**src/trsq_pkg.sv**
```systemverilog
// trsq_pkg: shared constants for the transceiver reset sequencer
package trsq_pkg;
	localparam int TRSQ_TX_CHANNELS   = 3;
	localparam int TRSQ_RX_CHANNELS   = 3;
	localparam int TRSQ_PLLS          = 3;
	localparam int TRSQ_SEL_WIDTH     = 2;
	localparam int TRSQ_CNT_WIDTH     = 16;
	localparam int TRSQ_READY_WIDTH   = 4;
	// release delays in nanoseconds, converted to cycles at the core clock
	localparam int TRSQ_CLK_PERIOD_NS = 20;
	localparam int TRSQ_TX_RELEASE_NS = 400;
	localparam int TRSQ_RX_RELEASE_NS = 800;
	localparam int TRSQ_TX_RELEASE_CYC = (TRSQ_TX_RELEASE_NS + TRSQ_CLK_PERIOD_NS - 1)
		/ TRSQ_CLK_PERIOD_NS;
	localparam int TRSQ_RX_RELEASE_CYC = (TRSQ_RX_RELEASE_NS + TRSQ_CLK_PERIOD_NS - 1)
		/ TRSQ_CLK_PERIOD_NS;
	localparam int TRSQ_READY_DELAY_CYC = 4;
	localparam int TRSQ_RST_HOLD_CYC    = 2;

	typedef enum logic [1:0] {
		TRSQ_HOLD    = 2'b00,
		TRSQ_COUNT   = 2'b01,
		TRSQ_SETTLE  = 2'b10,
		TRSQ_DONE    = 2'b11
	} trsq_state_e;
endpackage

```
**src/trsq_chan_if.sv**
```systemverilog
// trsq_chan_if: hold request and result of one channel's release sequence
`timescale 1ns/100ps
`default_nettype none
interface trsq_chan_if;
	logic hold;
	logic reset_out;
	logic ready_out;
	modport seq (input hold, output reset_out, output ready_out);
	modport ctl (output hold, input reset_out, input ready_out);
endinterface
`default_nettype wire

```
**src/trsq_release.sv**
```systemverilog
// trsq_release: per-channel countdown release and ready delay
`timescale 1ns/100ps
`default_nettype none
module trsq_release
	import trsq_pkg::*;
#(
	parameter int RELEASE_CYC = TRSQ_TX_RELEASE_CYC,
	parameter int READY_CYC   = TRSQ_READY_DELAY_CYC
) (
	input  wire logic clk,
	input  wire logic rst,
	trsq_chan_if.seq  ch
);
	initial begin
		if (RELEASE_CYC < 1 || RELEASE_CYC >= (1 << TRSQ_CNT_WIDTH) ||
		    READY_CYC < 1 || READY_CYC >= (1 << TRSQ_READY_WIDTH)) begin
			$error("trsq_release: delay out of range");
		end
	end

	localparam logic [TRSQ_CNT_WIDTH-1:0]   LOAD_CNT = TRSQ_CNT_WIDTH'(RELEASE_CYC - 1);
	localparam logic [TRSQ_READY_WIDTH-1:0] LOAD_RDY = TRSQ_READY_WIDTH'(READY_CYC - 1);

	trsq_state_e                 state_q, state_d;
	logic [TRSQ_CNT_WIDTH-1:0]   cnt_q, cnt_d;
	logic [TRSQ_READY_WIDTH-1:0] rdy_q, rdy_d;

	always_comb begin
		state_d = state_q;
		cnt_d   = cnt_q;
		rdy_d   = rdy_q;
		case (state_q)
			TRSQ_HOLD: begin
				cnt_d = LOAD_CNT;
				if (!ch.hold) begin
					state_d = TRSQ_COUNT;
				end
			end
			TRSQ_COUNT: begin
				if (ch.hold) begin
					state_d = TRSQ_HOLD;
				end else if (cnt_q == '0) begin
					state_d = TRSQ_SETTLE;
					rdy_d   = LOAD_RDY;
				end else begin
					cnt_d = cnt_q - 1'b1;
				end
			end
			TRSQ_SETTLE: begin
				if (ch.hold) begin
					state_d = TRSQ_HOLD;
				end else if (rdy_q == '0) begin
					state_d = TRSQ_DONE;
				end else begin
					rdy_d = rdy_q - 1'b1;
				end
			end
			TRSQ_DONE: begin
				if (ch.hold) begin
					state_d = TRSQ_HOLD;
				end
			end
			default: state_d = TRSQ_HOLD;
		endcase
	end

	always_ff @(posedge clk) begin
		if (rst) begin
			state_q <= TRSQ_HOLD;
			cnt_q   <= '0;
			rdy_q   <= '0;
		end else begin
			state_q <= state_d;
			cnt_q   <= cnt_d;
			rdy_q   <= rdy_d;
		end
	end

	// reset rises combinationally with a new hold so no cycle is missed
	assign ch.reset_out = ch.hold || state_q == TRSQ_HOLD || state_q == TRSQ_COUNT;
	assign ch.ready_out = !ch.hold && state_q == TRSQ_DONE;
endmodule
`default_nettype wire

```
**src/trsq_sync.sv**
```systemverilog
// trsq_sync: three-stage synchroniser, output changes when stages two and three agree
`timescale 1ns/100ps
`default_nettype none
module trsq_sync #(
	parameter int WIDTH = 1
) (
	input  wire logic             clk,
	input  wire logic             rst,
	input  wire logic [WIDTH-1:0] din,
	output var  logic [WIDTH-1:0] dout
);
	logic [WIDTH-1:0] s1_q, s2_q, s3_q, out_q;
	logic [WIDTH-1:0] out_d;

	always_comb begin
		out_d = out_q;
		for (int i = 0; i < WIDTH; i++) begin
			if (s2_q[i] == s3_q[i]) begin
				out_d[i] = s3_q[i];
			end
		end
	end

	always_ff @(posedge clk) begin
		if (rst) begin
			s1_q  <= '0;
			s2_q  <= '0;
			s3_q  <= '0;
			out_q <= '0;
		end else begin
			s1_q  <= din;
			s2_q  <= s1_q;
			s3_q  <= s2_q;
			out_q <= out_d;
		end
	end

	assign dout = out_q;
endmodule
`default_nettype wire

```
**src/trsq_top.sv**
```systemverilog
// trsq_top: reset sequencer for multi-channel serial transceivers
`timescale 1ns/100ps
`default_nettype none
module trsq_top
	import trsq_pkg::*;
#(
	parameter int TX_CH       = trsq_pkg::TRSQ_TX_CHANNELS,
	parameter int RX_CH       = trsq_pkg::TRSQ_RX_CHANNELS,
	parameter int PLLS        = trsq_pkg::TRSQ_PLLS,
	parameter int SEL_W       = trsq_pkg::TRSQ_SEL_WIDTH,
	parameter bit TX_PER_CH   = 1'b1,
	parameter int TX_RELEASE  = trsq_pkg::TRSQ_TX_RELEASE_CYC,
	parameter int RX_RELEASE  = trsq_pkg::TRSQ_RX_RELEASE_CYC,
	parameter int READY_DELAY = trsq_pkg::TRSQ_READY_DELAY_CYC
) (
	input  wire logic                  CORE_CLK,
	input  wire logic                  RST,
	input  wire logic [PLLS-1:0]       PLL_LOCKED,
	input  wire logic [TX_CH*SEL_W-1:0] PLL_SELECT,
	input  wire logic [TX_CH-1:0]      TX_CAL_BUSY,
	input  wire logic [TX_CH-1:0]      TX_MANUAL,
	input  wire logic [RX_CH-1:0]      RX_CAL_BUSY,
	input  wire logic [RX_CH-1:0]      RX_MANUAL,
	input  wire logic [RX_CH-1:0]      CDR_DATA_LOCK,
	output var  logic [PLLS-1:0]       PLL_POWERDOWN,
	output var  logic [TX_CH-1:0]      TX_ANALOGRESET,
	output var  logic [TX_CH-1:0]      TX_DIGITALRESET,
	output var  logic [TX_CH-1:0]      TX_READY,
	output var  logic [RX_CH-1:0]      RX_ANALOGRESET,
	output var  logic [RX_CH-1:0]      RX_DIGITALRESET,
	output var  logic [RX_CH-1:0]      RX_READY
);
	import trsq_pkg::*;

	initial begin
		if (TX_CH < 1 || RX_CH < 1 || PLLS < 1 || SEL_W < 1 || (1 << SEL_W) < PLLS) begin
			$error("trsq_top: channel, synthesizer or index width out of range");
		end
	end

	localparam int NSEQ = TX_PER_CH ? TX_CH : 1;

	// lock-source field for channel c; shared mode always reads field 0
	function automatic logic [SEL_W-1:0] sel_field(input logic [TX_CH*SEL_W-1:0] sel,
	                                               input int c);
		sel_field = sel[(TX_PER_CH ? c : 0)*SEL_W +: SEL_W];
	endfunction

	logic [PLLS-1:0]  lock_s;
	logic [TX_CH-1:0] tx_cal_s, tx_man_s;
	logic [RX_CH-1:0] rx_cal_s, rx_man_s, cdr_s;

	trsq_sync #(.WIDTH(PLLS))  u_sync_lock (.clk(CORE_CLK), .rst(RST), .din(PLL_LOCKED),
	                                        .dout(lock_s));
	trsq_sync #(.WIDTH(TX_CH)) u_sync_txc  (.clk(CORE_CLK), .rst(RST), .din(TX_CAL_BUSY),
	                                        .dout(tx_cal_s));
	trsq_sync #(.WIDTH(TX_CH)) u_sync_txm  (.clk(CORE_CLK), .rst(RST), .din(TX_MANUAL),
	                                        .dout(tx_man_s));
	trsq_sync #(.WIDTH(RX_CH)) u_sync_rxc  (.clk(CORE_CLK), .rst(RST), .din(RX_CAL_BUSY),
	                                        .dout(rx_cal_s));
	trsq_sync #(.WIDTH(RX_CH)) u_sync_rxm  (.clk(CORE_CLK), .rst(RST), .din(RX_MANUAL),
	                                        .dout(rx_man_s));
	trsq_sync #(.WIDTH(RX_CH)) u_sync_cdr  (.clk(CORE_CLK), .rst(RST), .din(CDR_DATA_LOCK),
	                                        .dout(cdr_s));

	// power-down: held through reset, one cycle of release after RST drops
	logic [PLLS-1:0] pd_q, pd_d;
	always_comb begin
		pd_d = '0;
		if (RST) begin
			pd_d = '1;
		end
	end

	// synthesizer power-down resets the locks seen from then on
	logic [TX_CH-1:0] chan_lock;
	logic [TX_CH-1:0] chan_pd;
	logic [TX_CH-1:0] seen_lock_q, seen_lock_d;
	logic [TX_CH-1:0] prev_lock_q, prev_lock_d;

	always_comb begin
		for (int c = 0; c < TX_CH; c++) begin
			logic [SEL_W-1:0] idx;
			idx = sel_field(PLL_SELECT, c);
			// out-of-range index reads as unlocked
			chan_lock[c] = (int'(idx) < PLLS) ? lock_s[idx] : 1'b0;
			chan_pd[c]   = (int'(idx) < PLLS) ? pd_q[idx] : 1'b1;
		end
	end

	always_comb begin
		seen_lock_d = seen_lock_q;
		prev_lock_d = chan_lock;
		for (int c = 0; c < TX_CH; c++) begin
			// cal busy must not clear it: a synthesizer that stays locked gives no new edge
			if (RST || chan_pd[c]) begin
				seen_lock_d[c] = 1'b0;
			end else if (chan_lock[c] && !prev_lock_q[c]) begin
				seen_lock_d[c] = 1'b1;
			end
		end
	end

	always_ff @(posedge CORE_CLK) begin
		if (RST) begin
			pd_q        <= '1;
			seen_lock_q <= '0;
			prev_lock_q <= '1;
		end else begin
			pd_q        <= pd_d;
			seen_lock_q <= seen_lock_d;
			prev_lock_q <= prev_lock_d;
		end
	end

	assign PLL_POWERDOWN = pd_q;

	// transmit sequences
	logic [TX_CH-1:0] tx_hold, tx_rst_int, tx_rdy_int;
	always_comb begin
		for (int c = 0; c < TX_CH; c++) begin
			tx_hold[c] = RST || chan_pd[c] || tx_cal_s[c] || !seen_lock_q[c] ||
			             (!chan_lock[c] && !tx_man_s[c]);
		end
	end

	generate
		for (genvar s = 0; s < NSEQ; s++) begin : g_tx
			trsq_chan_if tif ();
			// shared mode: the one sequence waits on every channel's conditions
			assign tif.hold = TX_PER_CH ? tx_hold[s] : |tx_hold;
			trsq_release #(.RELEASE_CYC(TX_RELEASE), .READY_CYC(READY_DELAY)) u_rel (
				.clk (CORE_CLK),
				.rst (RST),
				.ch  (tif.seq)
			);
			assign tx_rst_int[s] = tif.reset_out;
			assign tx_rdy_int[s] = tif.ready_out;
		end
		for (genvar c = NSEQ; c < TX_CH; c++) begin : g_txfan
			assign tx_rst_int[c] = tx_rst_int[0];
			assign tx_rdy_int[c] = tx_rdy_int[0];
		end
	endgenerate

	always_comb begin
		for (int c = 0; c < TX_CH; c++) begin
			TX_ANALOGRESET[c] = RST || chan_pd[c];
		end
	end
	assign TX_DIGITALRESET = tx_rst_int;
	assign TX_READY        = tx_rdy_int & ~tx_rst_int;

	// receive sequences, always one per channel
	logic [RX_CH-1:0] rx_hold, rx_rst_int, rx_rdy_int;
	always_comb begin
		for (int c = 0; c < RX_CH; c++) begin
			RX_ANALOGRESET[c] = RST || rx_cal_s[c];
			// manual mode: data lock never resets, but ready still waits for it
			rx_hold[c] = RX_ANALOGRESET[c] || rx_cal_s[c] ||
			             (!cdr_s[c] && !rx_man_s[c]);
		end
	end

	generate
		for (genvar c = 0; c < RX_CH; c++) begin : g_rx
			trsq_chan_if rif ();
			assign rif.hold = rx_hold[c];
			trsq_release #(.RELEASE_CYC(RX_RELEASE), .READY_CYC(READY_DELAY)) u_rel (
				.clk (CORE_CLK),
				.rst (RST),
				.ch  (rif.seq)
			);
			assign rx_rst_int[c] = rif.reset_out;
			assign rx_rdy_int[c] = rif.ready_out && cdr_s[c];
		end
	endgenerate

	assign RX_DIGITALRESET = rx_rst_int;
	assign RX_READY        = rx_rdy_int & ~rx_rst_int;
endmodule
`default_nettype wire

```
**config.mk**
```make
export PLATFORM = sky130hd
export DESIGN_NAME = trsq_top
export DESIGN_NICKNAME = d
export VERILOG_FILES = /design/src/trsq_pkg.sv /design/src/trsq_chan_if.sv /design/src/trsq_release.sv /design/src/trsq_sync.sv /design/src/trsq_top.sv
export SDC_FILE = /design/constraint.sdc
export NUM_CORES = 1
export LEC_CHECK = 0
export ABC_AREA = 1
export BUFFER_PORTS_ARGS = -buffer_cell sky130_fd_sc_hd__buf_2
export CAP_MARGIN = 20
export CORE_MARGIN = 10
export CORE_UTILIZATION = 59
export CTS_CLUSTER_DIAMETER = 200
export DETAILED_ROUTE_END_ITERATION = 16
export PLACE_DENSITY = 0.78
export SLEW_MARGIN = 20
export SYNTH_ARGS = -nofsm -noshare
export SYNTH_HDL_FRONTEND = slang
export SYNTH_HIERARCHICAL = 1
export SYNTH_SLANG_ARGS = --single-unit
```
**constraint.sdc**
```tcl
create_clock -name CORE_CLK -period 4 [get_ports CORE_CLK]
set_input_delay 0.4 -clock CORE_CLK [delete_from_list [all_inputs] [get_ports CORE_CLK]]
set_output_delay 0.4 -clock CORE_CLK [all_outputs]
set_load 0.005 [all_outputs]
```
==> results.cfg <==
[worst_setup_path]
critical-path-slowest-cell = dfxtp_1
cp.buffers_inverters = 3
critPathKind = flop to primary output
cp.required_ns = 3.60
r2r_slack_ns = 1.92
worstPathMaxFanout = 7
start_kind = flop
path_common_cell = nand2_1
r2r.worst_path.cells = 10
critical-path-max-stage-delay_ns = 0.37
cp.arrival_ns = 2.22
crit_family = simple AND/OR/NAND/NOR gates
end_kind = primary output
path_cells = inv_1 > o21ai_0 > nand2_1 > nand2_1 > nand2_1 > nor3_1 > inv_1 > nor2_1 > buf_2
cp.depth = 9

[hold_path]
whs_path_depth = 3
hp-class = primary input to flop

[die]
die_area_um2 = 24400
rows = 49
core_area_um2 = 18100
fp.dieW_um = 156
start_util = 0.604
ios = 47
die_height_um = 156

[global_routing]
grt_max_degree = 132
first_global_vias = 9153
antenna_found_initial = 0
track_usage = 0.182
grt_pass1_wl_um = 39000
grt_remaining_overflow = 0

[sta]
period_needed_ns = 2.62
worst_pin_slew_ns = 0.743
max_freq_ghz = 0.381
rsz0062_at_grt = no
slew_headroom = 0.505
fin_setup_tns_ns = 0
period_share = 0.656
clock_skew_ns = 0.0130
finalSetupViolCount = 0
hold_viol_final = 0
finalMaxSlewViolations = 0

[routing]
drt-total-wl_um = 22200
drt_iter0_markers = 627
final_antenna_net_count = 0
drc = 0
vias_per_cell = 5.05
post_drt_wl_per_cell_um = 11.7
firstDrtPassIters = 6
vias = 9568

[cts]
cts_setup_buffers = 0
cts_buffers = 23
clock-sinks = 211
postCtsResizedCells = 0
insertion_delay_ns = 0.52
cts_tree = yes
hold_buffers = 0
h-tree-depth = 1
cts_root_buf = clkbuf_16
clockBufferDepth = 3
cts.clk_slew.worst_paths_ns = 0.06

[place]
place.gp.congestion = 0.893
dp.cells = 1854
dp_hpwl_um = 15600
io_buffers = 46

[yosys]
synth_top_area_cell = dfxtp_1
synth.area.top_cells = dfxtp_1 39%, nand2_1 12%, nor2_1 9.3%
synthCells = 1605
ys_ff_latch = 211
yosysSeqAreaShare = 0.386
synthesis.nets = 1644
yosysWarnings = 6
syn_area_per_cell_um2 = 6.81
synth_top_area_frac = 0.386
synth_cell_types = 36
syn_area_um2 = 10900

[layout]
antennaDiodeCount = 0
drive_above_1_share = 0.138
final_nets = 1689
area_delta_synth_final_pct = 9.94
fillers = 1554
fin_cells = 1893
utilization = 0.664

[power]
power_density_nw_per_um2 = 375
swShare = 0.224
cellLeakagePower_nw = 5.31
ir_worst_vdd_mv = 0.356
p_clk_frac = 0.470
power_frac_seq = 0.480
p_int_w = 0.00350
switchingPower_w = 0.00101
p_comb_frac = 0.050

[outcome]
outcome = complete, no violations

[run]
maxCapViolations = 0
tightest hold or removal path: stages:
cell and delay [ns]:
buf_2 0.07, inv_1 0.03, nor2_1 0.06
cells in the mapped netlist:
cell      count
nand2_1     362
nor2_1      270
inv_1       231
dfxtp_1     211
nand3_1     127
a21oi_1      90
a21oi_2      34
nor2_2       29
nand4_1      25
nor3_1       23
o21ai_0      23
o21ai_2      18
inv_2        17
xnor2_1      15
ha_1         13
buf_6        12
nand2_2      10
o21bai_1     10
or2_2        10
xor2_1       10
nor2_4        9
o211ai_1      9
buf_4         8
clkbuf_1      7
inv_6         6
nand3_4       6
o21ai_1       5
nor4_1        4
nand2_4       3
nor4_2        2
clkinv_1      1
inv_4         1
nand2_8       1
nand3b_1      1
nor3_2        1
o22ai_1       1
cells by family after synthesis:
group,Yosys count,synth area share
simple gates,883,0.358
buf+inv,283,0.111
flops,211,0.386
compound gates,190,0.109
xor+xnor,25,0.0200
fa+ha+maj,13,0.0149
stage by stage:
stage | worst slack, ns | cell area (um2) | power (W) | hold WS, ns
final | 1.38 | 12000 | 0.00451 | 0.0797
after global routing | 1.21 | 12000 | 0.00468 | 0.0881
after CTS | 1.37 | 12000 | 0.00455 | 0.0659
after detailed placement | 1.57 | 11300 | 0.00243 | 0.393
after global placement | 1.63 | 11300 | 0.00243 | 0.389
after floorplan | 2.31 | 10900 | 0.00237 | 0.388
final cells by class:
| type | count | area (um2) | area share |
|---|---|---|---|
| flip-flops and latches | 211 | 4220 | 0.352 |
| multi-input cells | 1111 | 5490 | 0.457 |
| well taps | 229 | 287 | 0.0238 |
| clock buffers | 31 | 656 | 0.0546 |
| repair buffers | 47 | 256 | 0.0213 |
| clock inverters | 8 | 109 | 0.00906 |
| inverters | 256 | 993 | 0.0827 |
state kept, by name, summed over array words and instances, names as in the netlist, 6 cells and up:
signal,flops
g_rx.u_rel/cnt_q,48
g_tx.u_rel/state_q,6
g_rx.u_rel/rdy_q,12
g_tx.u_rel/cnt_q,48
g_rx.u_rel/state_q,6
g_tx.u_rel/rdy_q,12
power by group through the flow:
stage / Sequential [W] / Combinational [W] / Clock (W)
2_1_floorplan: 0.00220 / 0.000170 / 0
5_1_grt: 0.00217 / 0.000257 / 0.00225
3_3_place_gp: 0.00221 / 0.000219 / 0
4_1_cts: 0.00216 / 0.000226 / 0.00216
6_report: 0.00216 / 0.000224 / 0.00212
3_5_place_dp: 0.00221 / 0.000224 / 0
routing by layer:
metal	wire, um	track usage	part of all wire	vias up
met3	757	0.0284	0.034	38
met2	10400	0.316	0.47	150
met1	10600	0.227	0.48	4252
met5	0	0	0	-
met4	487	0.0530	0.022	0
li1	-	-	-	5128
cells in the final DEF, fill, tap and decap left out, types with 4 or more instances in the layout:
| cell type | synthesis | routed |
|---|---|---|
| a21oi_1 | 90 | 90 |
| a21oi_2 | 34 | 34 |
| buf_2 | 0 | 45 |
| clkbuf_16 | 0 | 23 |
| clkbuf_8 | 0 | 5 |
| clkinv_2 | 0 | 4 |
| dfxtp_1 | 211 | 211 |
| ha_1 | 13 | 13 |
| inv_1 | 231 | 231 |
| inv_2 | 17 | 17 |
| inv_6 | 6 | 7 |
| nand2_1 | 362 | 362 |
| nand2_2 | 10 | 10 |
| nand3_1 | 127 | 127 |
| nand3_4 | 6 | 6 |
| nand4_1 | 25 | 25 |
| nor2_1 | 270 | 270 |
| nor2_2 | 29 | 29 |
| nor2_4 | 9 | 9 |
| nor3_1 | 23 | 23 |
| nor4_1 | 4 | 4 |
| o211ai_1 | 9 | 9 |
| o21ai_0 | 23 | 23 |
| o21ai_1 | 5 | 5 |
| o21ai_2 | 18 | 18 |
| o21bai_1 | 10 | 10 |
| or2_2 | 10 | 10 |
| xnor2_1 | 15 | 15 |
| xor2_1 | 10 | 10 |
path summary, 6_finish.rpt:
check	start	endpoint
setup / recovery	u_sync_lock/dout[2]$_SDFFE_PP0N_	TX_READY[0]
hold / removal	RX_CAL_BUSY[0]	u_sync_rxc/s1_q[0]$_SDFF_PP0_
setup reg to reg	u_sync_lock/dout[2]$_SDFFE_PP0N_	g_tx[0].u_rel/cnt_q[0]$_SDFFE_PP0P_
hold reg to reg	u_sync_txm/s1_q[1]$_SDFF_PP0_	u_sync_txm/s2_q[1]$_SDFF_PP0_
No activity file was read; power rests on OpenSTA's default activity.
